`src/design/pxb_pkg.sv`:
```
/*
  Constants for the port pin configuration and crossbar block: register
  addresses, field positions, reset values and crossbar function slots.
  Assumes an 8-bit special-function-register bus that uses these addresses.
*/
// Operation
// - Input mode one digital, zero analog.
// - Analog pin: no pullup, driver or receiver.
// - Reset leaves every pin digital input.
// - Output mode bit picks open-drain or push-pull.
// - Pullup disable zero enables open-drain pullups.
// - No pullup on push-pull, low-driven, analog pins.
// - Crossbar inactive until enable bit set.
// - Output drivers off while crossbar disabled.
// - Crossbar passes over skipped pins.
// - Route bits five..zero enable six functions.
// - Slave select routed only in four-wire mode.
package pxb_pkg;

  // Pin and function counts
  localparam int NUM_PINS = 16;
  localparam int NUM_FUNCS = 11;

  // Register addresses
  localparam logic [7:0] ADDR_PORT0 = 8'h80;
  localparam logic [7:0] ADDR_PORT1 = 8'h90;
  localparam logic [7:0] ADDR_OUT_MODE0 = 8'hA4;
  localparam logic [7:0] ADDR_OUT_MODE1 = 8'hA5;
  localparam logic [7:0] ADDR_SKIP0 = 8'hD4;
  localparam logic [7:0] ADDR_SKIP1 = 8'hD5;
  localparam logic [7:0] ADDR_ROUTE0 = 8'hE1;
  localparam logic [7:0] ADDR_ROUTE1 = 8'hE2;
  localparam logic [7:0] ADDR_IN_MODE0 = 8'hF1;
  localparam logic [7:0] ADDR_IN_MODE1 = 8'hF2;

  // Reset values
  localparam logic [7:0] RST_PORT_LATCH = 8'hFF;
  localparam logic [7:0] RST_IN_MODE = 8'hFF;
  localparam logic [7:0] RST_OUT_MODE = 8'h00;
  localparam logic [7:0] RST_SKIP = 8'h00;
  localparam logic [7:0] RST_ROUTE0 = 8'h00;
  localparam logic [7:0] RST_ROUTE1 = 8'h00;
  localparam logic [7:0] RST_RDATA = 8'h00;

  // First route register fields; bits seven and six are reserved
  localparam int R0_UART = 0;
  localparam int R0_SPI = 1;
  localparam int R0_LIN = 2;
  localparam int R0_SYSCLK = 3;
  localparam int R0_CMP_SYNC = 4;
  localparam int R0_CMP_ASYNC = 5;
  localparam logic [7:0] ROUTE0_MASK = 8'h3F;

  // Second route register fields
  localparam int R1_XBAR_ON = 6;
  localparam int R1_WEAK_PULLUP_DISABLE = 7;
  localparam logic [7:0] ROUTE1_MASK = 8'hC0;

  // Crossbar function slots in priority order
  localparam int FN_UART_TX = 0;
  localparam int FN_UART_RX = 1;
  localparam int FN_SPI_SCK = 2;
  localparam int FN_SPI_MISO = 3;
  localparam int FN_SPI_MOSI = 4;
  localparam int FN_SPI_SS = 5;
  localparam int FN_LIN_TX = 6;
  localparam int FN_LIN_RX = 7;
  localparam int FN_SYSCLK = 8;
  localparam int FN_CMP_SYNC = 9;
  localparam int FN_CMP_ASYNC = 10;

endpackage : pxb_pkg

```
`src/design/pxb_port_io_crossbar.sv`:
```
/*
  Port pin configuration and crossbar for two 8-pin ports: per-pin input
  and output modes, skip bits, peripheral routing, weak pullups and the
  register file on the special-function-register bus.
  Assumes peripherals present drive requests per function slot, pads resolve
  pin_out/pin_oe_n/pin_pullup externally, and the bus is single cycle.
*/
`timescale 1ns/100ps
module pxb_port_io_crossbar #(
  parameter int NPIN = pxb_pkg::NUM_PINS,
  parameter int NFUNC = pxb_pkg::NUM_FUNCS
) (
  input wire logic clk, // System clock, 50 MHz
  input wire logic srst, // Synchronous reset, active high
  input wire logic [7:0] sfr_addr, // Register address
  input wire logic sfr_wr, // Write strobe
  input wire logic sfr_rd, // Read strobe
  input wire logic [7:0] sfr_wdata, // Write data
  output logic [7:0] sfr_rdata, // Read data, valid cycle after strobe
  input wire logic [1:0] slave_select_mode, // SPI slave-select mode field
  input wire logic [NFUNC-1:0] periph_out, // Peripheral output levels
  input wire logic [NFUNC-1:0] periph_drive, // Peripheral wants to drive
  output logic [NFUNC-1:0] periph_in, // Pin levels back to peripherals
  input wire logic [NPIN-1:0] pin_in, // Pad input levels
  output logic [NPIN-1:0] pin_out, // Pad output levels
  output logic [NPIN-1:0] pin_oe_n, // Pad driver enable, low drives
  output logic [NPIN-1:0] pin_pullup, // Weak pullup enable
  output logic [NPIN-1:0] pin_rx_en // Digital receiver enable
);

  localparam int PW = $clog2(NPIN);
  localparam int FW = $clog2(NFUNC);

  logic [NPIN-1:0] port_latch;
  logic [NPIN-1:0] pin_input_mode;
  logic [NPIN-1:0] pin_output_mode;
  logic [NPIN-1:0] pin_skip;
  logic [7:0] peripheral_route_0;
  logic [7:0] peripheral_route_1;
  logic [NPIN-1:0] next_port_latch;
  logic [NPIN-1:0] next_pin_input_mode;
  logic [NPIN-1:0] next_pin_output_mode;
  logic [NPIN-1:0] next_pin_skip;
  logic [7:0] next_peripheral_route_0;
  logic [7:0] next_peripheral_route_1;
  logic [7:0] next_sfr_rdata;
  logic [NPIN-1:0] next_pin_out;
  logic [NPIN-1:0] next_pin_oe_n;
  logic [NPIN-1:0] next_pin_pullup;
  logic [NPIN-1:0] next_pin_rx_en;
  logic [NFUNC-1:0] next_periph_in;
  logic [NPIN-1:0] pin_sync;
  logic [NPIN-1:0] pin_level;
  logic [NFUNC-1:0] func_req;
  logic [NPIN-1:0] pin_taken;
  logic [NPIN-1:0][FW-1:0] pin_func;
  logic [NFUNC-1:0] func_ok;
  logic [NFUNC-1:0][PW-1:0] func_pin;
  logic crossbar_on;
  logic weak_pullup_disable;
  logic four_wire;

  assign crossbar_on = peripheral_route_1[pxb_pkg::R1_XBAR_ON];
  assign weak_pullup_disable = peripheral_route_1[pxb_pkg::R1_WEAK_PULLUP_DISABLE];
  // Any non-zero mode uses the slave-select line
  assign four_wire = (slave_select_mode != 2'h0);

  // Pad inputs come from outside the clock domain
  pxb_sync #(
    .WIDTH(NPIN)
  ) u_sync (
    .clk(clk),
    .srst(srst),
    .d(pin_in),
    .q(pin_sync)
  );

  // Analog pins have no receiver, so they read back as zero
  assign pin_level = pin_sync & pin_input_mode;

  // Function requests from the route bits
  always_comb
  begin
    func_req = '0;
    func_req[pxb_pkg::FN_UART_TX] = peripheral_route_0[pxb_pkg::R0_UART];
    func_req[pxb_pkg::FN_UART_RX] = peripheral_route_0[pxb_pkg::R0_UART];
    func_req[pxb_pkg::FN_SPI_SCK] = peripheral_route_0[pxb_pkg::R0_SPI];
    func_req[pxb_pkg::FN_SPI_MISO] = peripheral_route_0[pxb_pkg::R0_SPI];
    func_req[pxb_pkg::FN_SPI_MOSI] = peripheral_route_0[pxb_pkg::R0_SPI];
    func_req[pxb_pkg::FN_SPI_SS] = peripheral_route_0[pxb_pkg::R0_SPI] & four_wire;
    func_req[pxb_pkg::FN_LIN_TX] = peripheral_route_0[pxb_pkg::R0_LIN];
    func_req[pxb_pkg::FN_LIN_RX] = peripheral_route_0[pxb_pkg::R0_LIN];
    func_req[pxb_pkg::FN_SYSCLK] = peripheral_route_0[pxb_pkg::R0_SYSCLK];
    func_req[pxb_pkg::FN_CMP_SYNC] = peripheral_route_0[pxb_pkg::R0_CMP_SYNC];
    func_req[pxb_pkg::FN_CMP_ASYNC] = peripheral_route_0[pxb_pkg::R0_CMP_ASYNC];
  end

  // Skipped pins are withheld from the allocator
  pxb_alloc #(
    .NPIN(NPIN),
    .NFUNC(NFUNC),
    .PW(PW),
    .FW(FW)
  ) u_alloc (
    .func_req(func_req),
    .pin_free(~pin_skip),
    .pin_taken(pin_taken),
    .pin_func(pin_func),
    .func_ok(func_ok),
    .func_pin(func_pin)
  );

  // Register writes; mode bits change only by software write, never by routing
  always_comb
  begin
    next_port_latch = port_latch;
    next_pin_input_mode = pin_input_mode;
    next_pin_output_mode = pin_output_mode;
    next_pin_skip = pin_skip;
    next_peripheral_route_0 = peripheral_route_0;
    next_peripheral_route_1 = peripheral_route_1;
    if (sfr_wr)
    begin
      case (sfr_addr)
        pxb_pkg::ADDR_PORT0: next_port_latch[7:0] = sfr_wdata;
        pxb_pkg::ADDR_PORT1: next_port_latch[15:8] = sfr_wdata;
        pxb_pkg::ADDR_IN_MODE0: next_pin_input_mode[7:0] = sfr_wdata;
        pxb_pkg::ADDR_IN_MODE1: next_pin_input_mode[15:8] = sfr_wdata;
        pxb_pkg::ADDR_OUT_MODE0: next_pin_output_mode[7:0] = sfr_wdata;
        pxb_pkg::ADDR_OUT_MODE1: next_pin_output_mode[15:8] = sfr_wdata;
        pxb_pkg::ADDR_SKIP0: next_pin_skip[7:0] = sfr_wdata;
        pxb_pkg::ADDR_SKIP1: next_pin_skip[15:8] = sfr_wdata;
        pxb_pkg::ADDR_ROUTE0: next_peripheral_route_0 = sfr_wdata & pxb_pkg::ROUTE0_MASK;
        pxb_pkg::ADDR_ROUTE1: next_peripheral_route_1 = sfr_wdata & pxb_pkg::ROUTE1_MASK;
        default: ;
      endcase
    end
  end

  // Read data; port addresses return pin levels, not the latch
  always_comb
  begin
    next_sfr_rdata = sfr_rdata;
    if (sfr_rd)
    begin
      case (sfr_addr)
        pxb_pkg::ADDR_PORT0: next_sfr_rdata = pin_level[7:0];
        pxb_pkg::ADDR_PORT1: next_sfr_rdata = pin_level[15:8];
        pxb_pkg::ADDR_IN_MODE0: next_sfr_rdata = pin_input_mode[7:0];
        pxb_pkg::ADDR_IN_MODE1: next_sfr_rdata = pin_input_mode[15:8];
        pxb_pkg::ADDR_OUT_MODE0: next_sfr_rdata = pin_output_mode[7:0];
        pxb_pkg::ADDR_OUT_MODE1: next_sfr_rdata = pin_output_mode[15:8];
        pxb_pkg::ADDR_SKIP0: next_sfr_rdata = pin_skip[7:0];
        pxb_pkg::ADDR_SKIP1: next_sfr_rdata = pin_skip[15:8];
        pxb_pkg::ADDR_ROUTE0: next_sfr_rdata = peripheral_route_0;
        pxb_pkg::ADDR_ROUTE1: next_sfr_rdata = peripheral_route_1;
        default: next_sfr_rdata = 8'h00;
      endcase
    end
  end

  // Pad control per pin; registered, so pads follow the registers one cycle late
  always_comb
  begin
    logic taken;
    logic want;
    logic val;
    logic drive;
    taken = 1'b0;
    want = 1'b0;
    val = 1'b0;
    drive = 1'b0;
    next_pin_out = '0;
    next_pin_oe_n = '1;
    next_pin_pullup = '0;
    next_pin_rx_en = '0;
    for (int p = 0; p < NPIN; p++)
    begin
      taken = crossbar_on & pin_taken[p];
      want = taken ? periph_drive[pin_func[p]] : crossbar_on;
      val = taken ? periph_out[pin_func[p]] : port_latch[p];
      // Open-drain only ever pulls low; a one is left to the pullup
      drive = pin_input_mode[p] & want & (pin_output_mode[p] | !val);
      next_pin_oe_n[p] = !drive;
      next_pin_out[p] = drive & val;
      next_pin_pullup[p] = pin_input_mode[p] & !pin_output_mode[p] & !weak_pullup_disable & !drive;
      next_pin_rx_en[p] = pin_input_mode[p];
    end
  end

  // Unrouted functions see an idle-high level
  always_comb
  begin
    next_periph_in = '1;
    for (int f = 0; f < NFUNC; f++)
    begin
      if (crossbar_on && func_ok[f])
      begin
        next_periph_in[f] = pin_level[func_pin[f]];
      end
    end
  end

  // State and output registers
  always_ff @(posedge clk)
  begin
    if (srst)
    begin
      port_latch <= {2{pxb_pkg::RST_PORT_LATCH}};
      pin_input_mode <= {2{pxb_pkg::RST_IN_MODE}};
      pin_output_mode <= {2{pxb_pkg::RST_OUT_MODE}};
      pin_skip <= {2{pxb_pkg::RST_SKIP}};
      peripheral_route_0 <= pxb_pkg::RST_ROUTE0;
      peripheral_route_1 <= pxb_pkg::RST_ROUTE1;
      sfr_rdata <= pxb_pkg::RST_RDATA;
      pin_out <= '0;
      pin_oe_n <= '1;
      pin_pullup <= '1;
      pin_rx_en <= '1;
      periph_in <= '1;
    end
    else
    begin
      port_latch <= next_port_latch;
      pin_input_mode <= next_pin_input_mode;
      pin_output_mode <= next_pin_output_mode;
      pin_skip <= next_pin_skip;
      peripheral_route_0 <= next_peripheral_route_0;
      peripheral_route_1 <= next_peripheral_route_1;
      sfr_rdata <= next_sfr_rdata;
      pin_out <= next_pin_out;
      pin_oe_n <= next_pin_oe_n;
      pin_pullup <= next_pin_pullup;
      pin_rx_en <= next_pin_rx_en;
      periph_in <= next_periph_in;
    end
  end
endmodule : pxb_port_io_crossbar

```
`src/design/pxb_sync.sv`:
```
/*
  Three-stage input synchroniser with agreement filter for port pins.
  Assumes inputs are asynchronous to clk; output is in the clk domain.
*/
`timescale 1ns/100ps
module pxb_sync #(
  parameter int WIDTH = 16
) (
  input wire logic clk, // System clock
  input wire logic srst, // Synchronous reset, active high
  input wire logic [WIDTH-1:0] d, // Raw pin levels
  output logic [WIDTH-1:0] q // Filtered levels
);

  logic [WIDTH-1:0] s1;
  logic [WIDTH-1:0] s2;
  logic [WIDTH-1:0] s3;
  logic [WIDTH-1:0] next_q;

  // A change is taken only once stages two and three agree; stage one feeds stage two alone
  always_comb
  begin
    next_q = (s2 & s3) | (q & (s2 ^ s3));
  end

  // Idle-high reset matches a pulled-up pin
  always_ff @(posedge clk)
  begin
    if (srst)
    begin
      s1 <= '1;
      s2 <= '1;
      s3 <= '1;
      q <= '1;
    end
    else
    begin
      s1 <= d;
      s2 <= s1;
      s3 <= s2;
      q <= next_q;
    end
  end

endmodule : pxb_sync

```
`src/design/pxb_alloc.sv`:
```
/*
  Crossbar allocator: places requested functions onto free pins in
  slot order, each on the lowest free pin left. Purely combinational.
  Assumes slot zero carries the highest priority.
*/
`timescale 1ns/100ps
module pxb_alloc #(
  parameter int NPIN = 16,
  parameter int NFUNC = 11,
  parameter int PW = $clog2(NPIN),
  parameter int FW = $clog2(NFUNC)
) (
  input wire logic [NFUNC-1:0] func_req, // Functions enabled for routing
  input wire logic [NPIN-1:0] pin_free, // Pins not skipped
  output logic [NPIN-1:0] pin_taken, // Pin carries a function
  output logic [NPIN-1:0][FW-1:0] pin_func, // Function slot on each pin
  output logic [NFUNC-1:0] func_ok, // Function found a pin
  output logic [NFUNC-1:0][PW-1:0] func_pin // Pin of each function
);

  // Greedy walk; a request left without a free pin simply stays unrouted
  always_comb
  begin
    logic [NPIN-1:0] avail;
    logic found;
    avail = pin_free;
    found = 1'b0;
    pin_taken = '0;
    pin_func = '0;
    func_ok = '0;
    func_pin = '0;
    for (int f = 0; f < NFUNC; f++)
    begin
      found = 1'b0;
      for (int p = 0; p < NPIN; p++)
      begin
        if (func_req[f] && avail[p] && !found)
        begin
          found = 1'b1;
          avail[p] = 1'b0;
          pin_taken[p] = 1'b1;
          pin_func[p] = FW'(f);
          func_ok[f] = 1'b1;
          func_pin[f] = PW'(p);
        end
      end
    end
  end

endmodule : pxb_alloc

```
`config.mk`:
```
export PLATFORM = sky130hd
export DESIGN_NAME = pxb_port_io_crossbar
export DESIGN_NICKNAME = d
export VERILOG_FILES = /design/src/design/pxb_pkg.sv /design/src/design/pxb_port_io_crossbar.sv /design/src/design/pxb_sync.sv /design/src/design/pxb_alloc.sv
export SDC_FILE = /design/constraint.sdc
export NUM_CORES = 1
export LEC_CHECK = 0
export ABC_AREA = 1
export CAP_MARGIN = 20
export CORE_UTILIZATION = 60
export CTS_CLUSTER_SIZE = 40
export DETAILED_ROUTE_END_ITERATION = 8
export DONT_BUFFER_PORTS = 1
export PLACE_DENSITY = 0.9
export SLEW_MARGIN = 5
export SYNTH_ARGS = -nofsm -noshare
export SYNTH_HDL_FRONTEND = slang
export SYNTH_SLANG_ARGS = --single-unit
```
`constraint.sdc`:
```
create_clock -name clk -period 4.4 [get_ports clk]
set_input_delay 0.66 -clock clk [delete_from_list [all_inputs] [get_ports clk]]
set_output_delay 0.66 -clock clk [all_outputs]
set_load 0.02 [all_outputs]
```
==> flow_metrics.py, run 1 <==
metrics = {
    "outcome": {
        "outcome": "stopped before the end",
        "lastStage": "global routing",
        "error_line": "[ERROR GRT-0116] Global routing finished with congestion. Check the congestion regions in the DRC Viewer.",
    },
    "synth": {
        "ys_warn_count": 0,
        "ys.flop_type": "dfxtp_1",
        "syn-num-nets": 3215,
        "synth_top_family_by_area": "simple AND/OR/NAND/NOR gates",
        "synth_cell_type_count": 63,
        "synthTopCellsByArea": "dfxtp_1, nand2_1, o21ai_0",
        "yosys.area_share.simple_pct": 41.9,
        "synth_top_cell_by_area": "dfxtp_1",
        "seq_area_frac_synth_pct": 23.6,
        "synth_fa_ha_area_share_pct": 1.08,
        "synthMuxAreaShare_pct": 0,
        "syn_area_um2": 18600,
        "ys_ff_latch": 219,
        "synth_edf_count": 0,
        "async_reset_ff_share_pct": 0,
        "synthCells": 3139,
        "synth_top_area_share_pct": 23.6,
        "synthXorXnorAreaFrac_pct": 0,
        "avgSynthCellArea_um2": 5.92,
        "synth_compound_area_share_pct": 22.5,
    },
    "floorplan": {
        "ios": 143,
        "initial_core_util_pct": 60.9,
        "die_x_um": 178,
        "die_height_um": 178,
        "std_cell_rows": 64,
    },
    "placement": {
        "dp_hpwl_mm": 66.8,
        "numPortBuffers": 0,
        "gp_congestion": 1.19,
        "place_inst": 3933,
    },
    "clock_tree": {
        "htreeDepth": 1,
        "cts_buffer_depth": 3,
        "numCtsBuffers": 20,
        "cts.sinks": 219,
        "root_buffer": "clkbuf_16",
        "hold_buffers": 0,
    },
    "global_route": {
        "grt_pass1_wl_mm": 219,
        "overflow": 1393,
        "grt_usage_pct": 90.8,
        "grt_max_degree": 69,
        "grt_pass1_vias": 34453,
    },
}
-- synthesized netlist by cell type, drive strengths merged (10+ instances only) --
master     n
nand2    741
o22ai     35
o211ai    68
nand3    244
dfxtp    219
o221ai    13
clkbuf    89
o41ai     13
nor3      53
buf       28
a21oi    204
nor4      21
or2       52
o2111ai   10
o21ai    315
nand4     47
ha        16
inv      394
a31oi     14
clkinv    11
nor2     492
-- cells by family after synthesis --
family,Yosys count
and+or+nand+nor,1662
AOI/OAI and AO/OA,720
buffers and inverters,522
DFF,219
adders and majority gates,16
-- stage by stage --
stage | instance area (µm²) | utilization (%) | setup WS, ns | hold WS, ns
4_1_cts | 25800 | 84.4 | -0.893 | 0.231
3_5_place_dp | 22800 | 74.8 | -1.16 | 0.395
3_3_place_gp | 22800 | 74.8 | -0.758 | 0.390
2_1_floorplan | 18900 | - | -0.114 | 0.389
-- metal layers --
layer	global-route usage (%)	GRT overflow
met5	63.0	6
met4	99.3	366
met3	79.5	80
met2	105	876
met1	85.3	65
-- repair_timing --
action | CTS
buffers inserted | 80
cloned | 3
resized for setup | 418
endpoints found under the setup margin | 48
endpoints found under the hold margin | 0
pin swaps | 124
==> run 2: changes to the inputs <==
--- a/config.mk
+++ b/config.mk
@@ -7,11 +7,10 @@
 export LEC_CHECK = 0
 export ABC_AREA = 1
 export CAP_MARGIN = 20
-export CORE_UTILIZATION = 60
-export CTS_CLUSTER_SIZE = 40
+export CORE_UTILIZATION = 40
 export DETAILED_ROUTE_END_ITERATION = 8
 export DONT_BUFFER_PORTS = 1
-export PLACE_DENSITY = 0.9
+export PLACE_DENSITY_LB_ADDON = 0.15
 export SLEW_MARGIN = 5
 export SYNTH_ARGS = -nofsm -noshare
 export SYNTH_HDL_FRONTEND = slang
==> constraint.sdc (replaced) <==
create_clock -name clk -period 5.7 [get_ports clk]
set_input_delay 0.855 -clock clk [delete_from_list [all_inputs] [get_ports clk]]
set_output_delay 0.855 -clock clk [all_outputs]
set_load 0.02 [all_outputs]
==> run 2 against run 1 <==
  * The flow now finishes without violations
  * Synthesized cell count is the same
  * Synthesized area unchanged
==> flow_metrics.py, run 2 <==
metrics = {
    "sta": {
        "holdWs_ns": 0.409,
        "post-route-min-period_ns": 5.50,
        "max_freq_mhz": 182,
        "period_share_pct": 96.5,
        "clock_skew_ns": 0.0190,
        "tightest_slew_ns": 1.05,
        "hold_violations": 0,
        "maxSlewViolCount": 0,
        "rsz0062_at_grt": "true",
        "max_slew_margin_pct": 29.7,
        "fin_tns_setup_ns": 0,
        "setup_viol": 0,
    },
    "critical_path": {
        "path_max_fanout": 5,
        "cp_common_cell": "nand2_2",
        "endpoint_kind": "flop",
        "worstSetupStartpointType": "flop",
        "worstPathRequired_ns": 6.14,
        "slowest_delay_ns": 0.41,
        "cp_slowest_cell": "dfxtp_4",
        "crit_arrival_ns": 5.94,
        "setup.worst_path.class": "flop to flop",
    },
    "global_route": {
        "grt_max_degree": 107,
        "grt_usage_pct": 39.0,
        "grt_pass1_wl_mm": 137,
        "grt_pass1_vias": 20848,
        "overflow": 0,
        "antenna_found_initial": 1,
    },
    "run": {
        "maxCapViolations": 0,
    },
    "synth": {
        "synthMuxAreaShare_pct": 0,
        "synth_top_family_by_area": "simple AND/OR/NAND/NOR gates",
        "synthTopCellsByArea": "dfxtp_1, nand2_1, o21ai_0",
        "synth_top_area_share_pct": 23.6,
        "synthXorXnorAreaFrac_pct": 0,
        "synth_cell_type_count": 63,
        "ys.flop_type": "dfxtp_1",
        "syn_area_um2": 18600,
        "syn-num-nets": 3215,
        "synth_most_common_cell": "nand2_1",
        "ys_ff_latch": 219,
        "async_reset_ff_share_pct": 0,
        "yosys.area_share.simple_pct": 41.9,
        "avgSynthCellArea_um2": 5.92,
        "ys_top_cells_by_count": "nand2_1, nor2_1, inv_1, o21ai_0, dfxtp_1",
        "synthCells": 3139,
        "synth_fa_ha_area_share_pct": 1.08,
        "synth_top_cell_by_area": "dfxtp_1",
        "synth_edf_count": 0,
        "seq_area_frac_synth_pct": 23.6,
        "synth_compound_area_share_pct": 22.5,
        "ys_warn_count": 0,
    },
    "clock_tree": {
        "numCtsBuffers": 19,
        "root_buffer": "clkbuf_16",
        "htreeDepth": 1,
        "hold_buffers": 0,
        "cts.sinks": 219,
        "cts_buffer_depth": 3,
        "cts_tree": "yes",
        "path_clk_slew_ns": 0.07,
        "insertion_delay_ns": 0.52,
    },
    "placement": {
        "numPortBuffers": 0,
        "gp_congestion": 1.09,
        "dp_hpwl_mm": 77.0,
    },
    "final_layout": {
        "layout.nets": 3476,
        "syn_to_final_growth_pct": 26.9,
        "final_util_pct": 51.7,
        "final_cell_mix": "nand2_1, buf_4, inv_1",
        "diodes": 0,
        "final_common_cell": "nand2_1",
        "drive_above_1_share_pct": 26.7,
    },
    "floorplan": {
        "die_area_um2": 47300,
        "die_x_um": 217,
        "ios": 143,
        "die_height_um": 217,
        "core_area_um2": 45600,
        "initial_core_util_pct": 40.7,
        "std_cell_rows": 78,
    },
    "pwr": {
        "p_sw_uw": 830,
        "powerDensity_nw_per_um2": 141,
        "power_frac_seq_pct": 47.0,
        "sw_frac_of_total_pct": 25.0,
        "p_leak_uw": 0.0117,
        "power_frac_comb_pct": 10.2,
        "power_frac_clock_pct": 42.8,
        "power.internal_uw": 2490,
        "ir_drop_v": 0.000270,
    },
    "route": {
        "viasPerCell": 5.83,
        "drt_first_pass_iters": 6,
        "wl_mm": 96.3,
        "drcViolationCount": 0,
        "post_drt_wl_per_cell_um": 24.0,
        "vias": 23411,
        "ant_nets": 0,
        "drt_iter0_drc": 2854,
    },
    "outcome": {
        "outcome": "completed",
    },
    "hold_path": {
        "hold_path_class": "flop to flop",
    },
}
-- run 2: power by group through the flow --
stage / registers (µW) / logic (µW) / clock network [µW]
5_1_grt: 1560 / 361 / 1500
3_5_place_dp: 1600 / 306 / 0
6_report: 1560 / 337 / 1420
3_3_place_gp: 1600 / 304 / 0
4_1_cts: 1560 / 308 / 1440
2_1_floorplan: 1590 / 214 / 0
-- run 2: what timing repair did --
action,4_1_cts,5_1_grt
endpoints found under the setup margin,10,37
setup buffers,0,21
resized for setup,2,353
hold endpoints to repair,0,0
pin swaps,0,87
-- run 2: kinds of logic after synthesis --
logic type / after synthesis
simple gates: 1662
buf+inv: 522
compound gates: 720
fa+ha+maj: 16
flops: 219
-- run 2: path summary, 6_finish.rpt --
kind	from	end	slack, ns	cells past startpoint
min	u_sync.s1[5]	u_sync.s2[5]	0.41	1
max reg2reg	pin_skip[1]	pin_pullup[11]	0.20	41
max	pin_skip[1]	pin_pullup[11]	0.20	41
min reg2reg	u_sync.s1[5]	u_sync.s2[5]	0.41	1
-- run 2: final cells by class --
| class | instances | area (µm²) |
|---|---|---|
| fill | 4760 | 22000 |
| clock buffer | 22 | 507 |
| multi-input combinational | 2398 | 13400 |
| timing repair buffer | 357 | 2740 |
| clock inverter | 12 | 179 |
| inverter | 405 | 1550 |
| sequential | 219 | 4400 |
| tap | 600 | 751 |
-- run 2: stage by stage --
| step | worst slack [ns] | cells | instance area [µm²] | power (µW) |
|---|---|---|---|---|
| global placement | -0.236 | 3957 | 21400 | 1900 |
| CTS | 0.0217 | 3991 | 22100 | 3310 |
| global route | -0.159 | 4013 | 23600 | 3420 |
| finish | 0.202 | 4013 | 23600 | 3320 |
| floorplan | 1.13 | 3139 | 18600 | 1810 |
| detailed placement | -0.158 | 3957 | 21400 | 1900 |
-- run 2: per-layer routing --
metal	up-vias	routed length (µm)	global-route usage [%]
met5	-	0	0
met1	10954	40300	53.4
met4	0	5120	17.8
li1	10964	-	-
met3	216	9090	5.79
met2	1277	41700	60.2
-- run 2: critical path: cells and delay by family, from the launching register on --
kind            cells  cell delay [ns]
flops               1             0.41
compound gates      2             0.38
buf+inv             6             0.68
simple gates       33             3.95
(Power assumes the default switching activity.)
==> run 3: changes to the inputs <==
--- a/config.mk
+++ b/config.mk
@@ -11,6 +11,7 @@
 export DETAILED_ROUTE_END_ITERATION = 8
 export DONT_BUFFER_PORTS = 1
 export PLACE_DENSITY_LB_ADDON = 0.15
+export RECOVER_POWER = 25
 export SLEW_MARGIN = 5
 export SYNTH_ARGS = -nofsm -noshare
 export SYNTH_HDL_FRONTEND = slang
==> run 3 against run 2 <==
  * Non-clock buffer count did not move
  * Clock skew is 0.00085 ns lower
  * Clock power hardly changed
  * Sequential power about the same
  * Clock-buffer cell count unchanged
  * Fmax shrank 0.26%
  * Sequential cell count is the same
  * Total power about the same
  * Worst hold slack did not move
  * Critical endpoint unchanged
  * Largest power group unchanged
==> flow_metrics.py, run 3 (same netlist as run 2, synthesis figures left out) <==
metrics = {
    "placement": {
        "numPortBuffers": 0,
        "gp_congestion": 1.09,
        "dp_hpwl_mm": 77.0,
        "place_area_um2": 21400,
    },
    "global_route": {
        "grt_pass1_wl_mm": 137,
        "grt_usage_pct": 39.0,
        "overflow": 0,
        "antenna_found_initial": 1,
        "grt_pass1_vias": 20848,
        "grt_max_degree": 107,
    },
    "route": {
        "post_drt_wl_per_cell_um": 24.0,
        "drt_iter0_drc": 2854,
        "ant_nets": 0,
        "viasPerCell": 5.82,
        "vias": 23338,
        "wl_mm": 96.2,
        "drcViolationCount": 0,
        "drt_first_pass_iters": 6,
    },
    "sta": {
        "maxSlewViolCount": 0,
        "setup_viol": 0,
        "post-route-min-period_ns": 5.51,
        "period_share_pct": 96.7,
        "max_slew_margin_pct": 29.9,
        "tightest_slew_ns": 1.04,
        "clock_skew_ns": 0.0181,
        "fin_tns_setup_ns": 0,
        "hold_violations": 0,
        "rsz0062_at_grt": "true",
        "max_freq_mhz": 181,
    },
    "floorplan": {
        "die_x_um": 217,
        "ios": 143,
        "die_area_um2": 47300,
        "core_area_um2": 45600,
        "std_cell_rows": 78,
        "die_height_um": 217,
        "initial_core_util_pct": 40.7,
    },
    "clock_tree": {
        "numCtsBuffers": 19,
        "root_buffer": "clkbuf_16",
        "cts_buffer_depth": 3,
        "path_clk_slew_ns": 0.07,
        "insertion_delay_ns": 0.52,
        "htreeDepth": 1,
        "cts.sinks": 219,
        "cts_tree": "yes",
    },
    "final_layout": {
        "syn_to_final_growth_pct": 26.9,
        "nFillCells": 4760,
        "diodes": 0,
        "final_common_cell": "nand2_1",
        "finalInstanceArea_um2": 23600,
        "final_cell_mix": "nand2_1, buf_4, inv_1",
        "layout.nets": 3476,
        "drive_above_1_share_pct": 26.7,
        "final_util_pct": 51.7,
    },
    "critical_path": {
        "slowest_delay_ns": 0.41,
        "crit_arrival_ns": 5.96,
        "cp_slowest_cell": "dfxtp_4",
        "worstPathRequired_ns": 6.14,
        "path_max_fanout": 5,
        "cp_common_cell": "nand2_2",
        "endpoint_kind": "flop",
        "setup.worst_path.class": "flop to flop",
        "worstSetupStartpointType": "flop",
    },
    "pwr": {
        "ir_drop_v": 0.000270,
        "powerDensity_nw_per_um2": 141,
        "p_leak_uw": 0.0117,
    },
    "outcome": {
        "outcome": "completed",
    },
    "run": {
        "maxCapViolations": 0,
    },
    "hold_path": {
        "hold_path_class": "flop to flop",
    },
}
run 3: routing by layer:
metal  wire, µm  GRT usage, %  vias to the layer above
li1           -             -                    10967
met1      40200          53.4                    10885
met2      41700          60.2                     1278
met3       9140          5.79                      208
met4       5140          17.8                        0
met5          0             0                        -
run 3: cell type report:
class	instances	area [µm²]	area share (%)
flip-flops and latches	219	4400	18.7
inverters	405	1550	6.58
multi-input cells	2398	13400	57.0
clock buffers	22	507	2.15
well taps	600	751	3.19
repair buffers	357	2740	11.6
clock inverters	12	179	0.759
run 3: worst paths after layout:
check | from | endpoint | slack, ns | cells past startpoint
worst min register to register | u_sync.s1[5] | u_sync.s2[5] | 0.41 | 1
worst max register to register | pin_skip[1] | pin_pullup[11] | 0.19 | 41
worst max-delay path | pin_skip[1] | pin_pullup[11] | 0.19 | 41
worst min-delay path | u_sync.s1[5] | u_sync.s2[5] | 0.41 | 1
run 3: power by group:
part	leakage [µW]	switching [µW]	internal [µW]	total [µW]
registers	0.00178	11.2	1550	1560
logic	0.00958	227	109	336
clock network	0.000328	590	829	1420
total	0.0117	828	2490	3310
run 3: worst max-delay path, delay by kind of cell (launching register included):
family	cells	cell delay, ns
and+or+nand+nor	33	3.96
buffers and inverters	6	0.68
DFF	1	0.41
AOI/OAI and AO/OA	2	0.39
run 3: per-stage QoR:
stage	setup WS, ns	hold WS, ns	instances	total power (µW)
3_3_place_gp	-0.236	0.392	3957	1900
4_1_cts	0.0217	0.410	3991	3310
5_1_grt	-0.159	0.418	4013	3420
6_report	0.188	0.409	4013	3310
3_5_place_dp	-0.158	0.395	3957	1900
2_1_floorplan	1.13	0.389	3139	1810
run 3: what timing repair did:
action / in CTS / in global routing
setup buffers: 0 / 21
pin swaps: 0 / 87
hold buffers: 0 / 0
gates resized for setup: 2 / 353
setup endpoints to repair: 10 / 37
hold endpoints to repair: 0 / 0
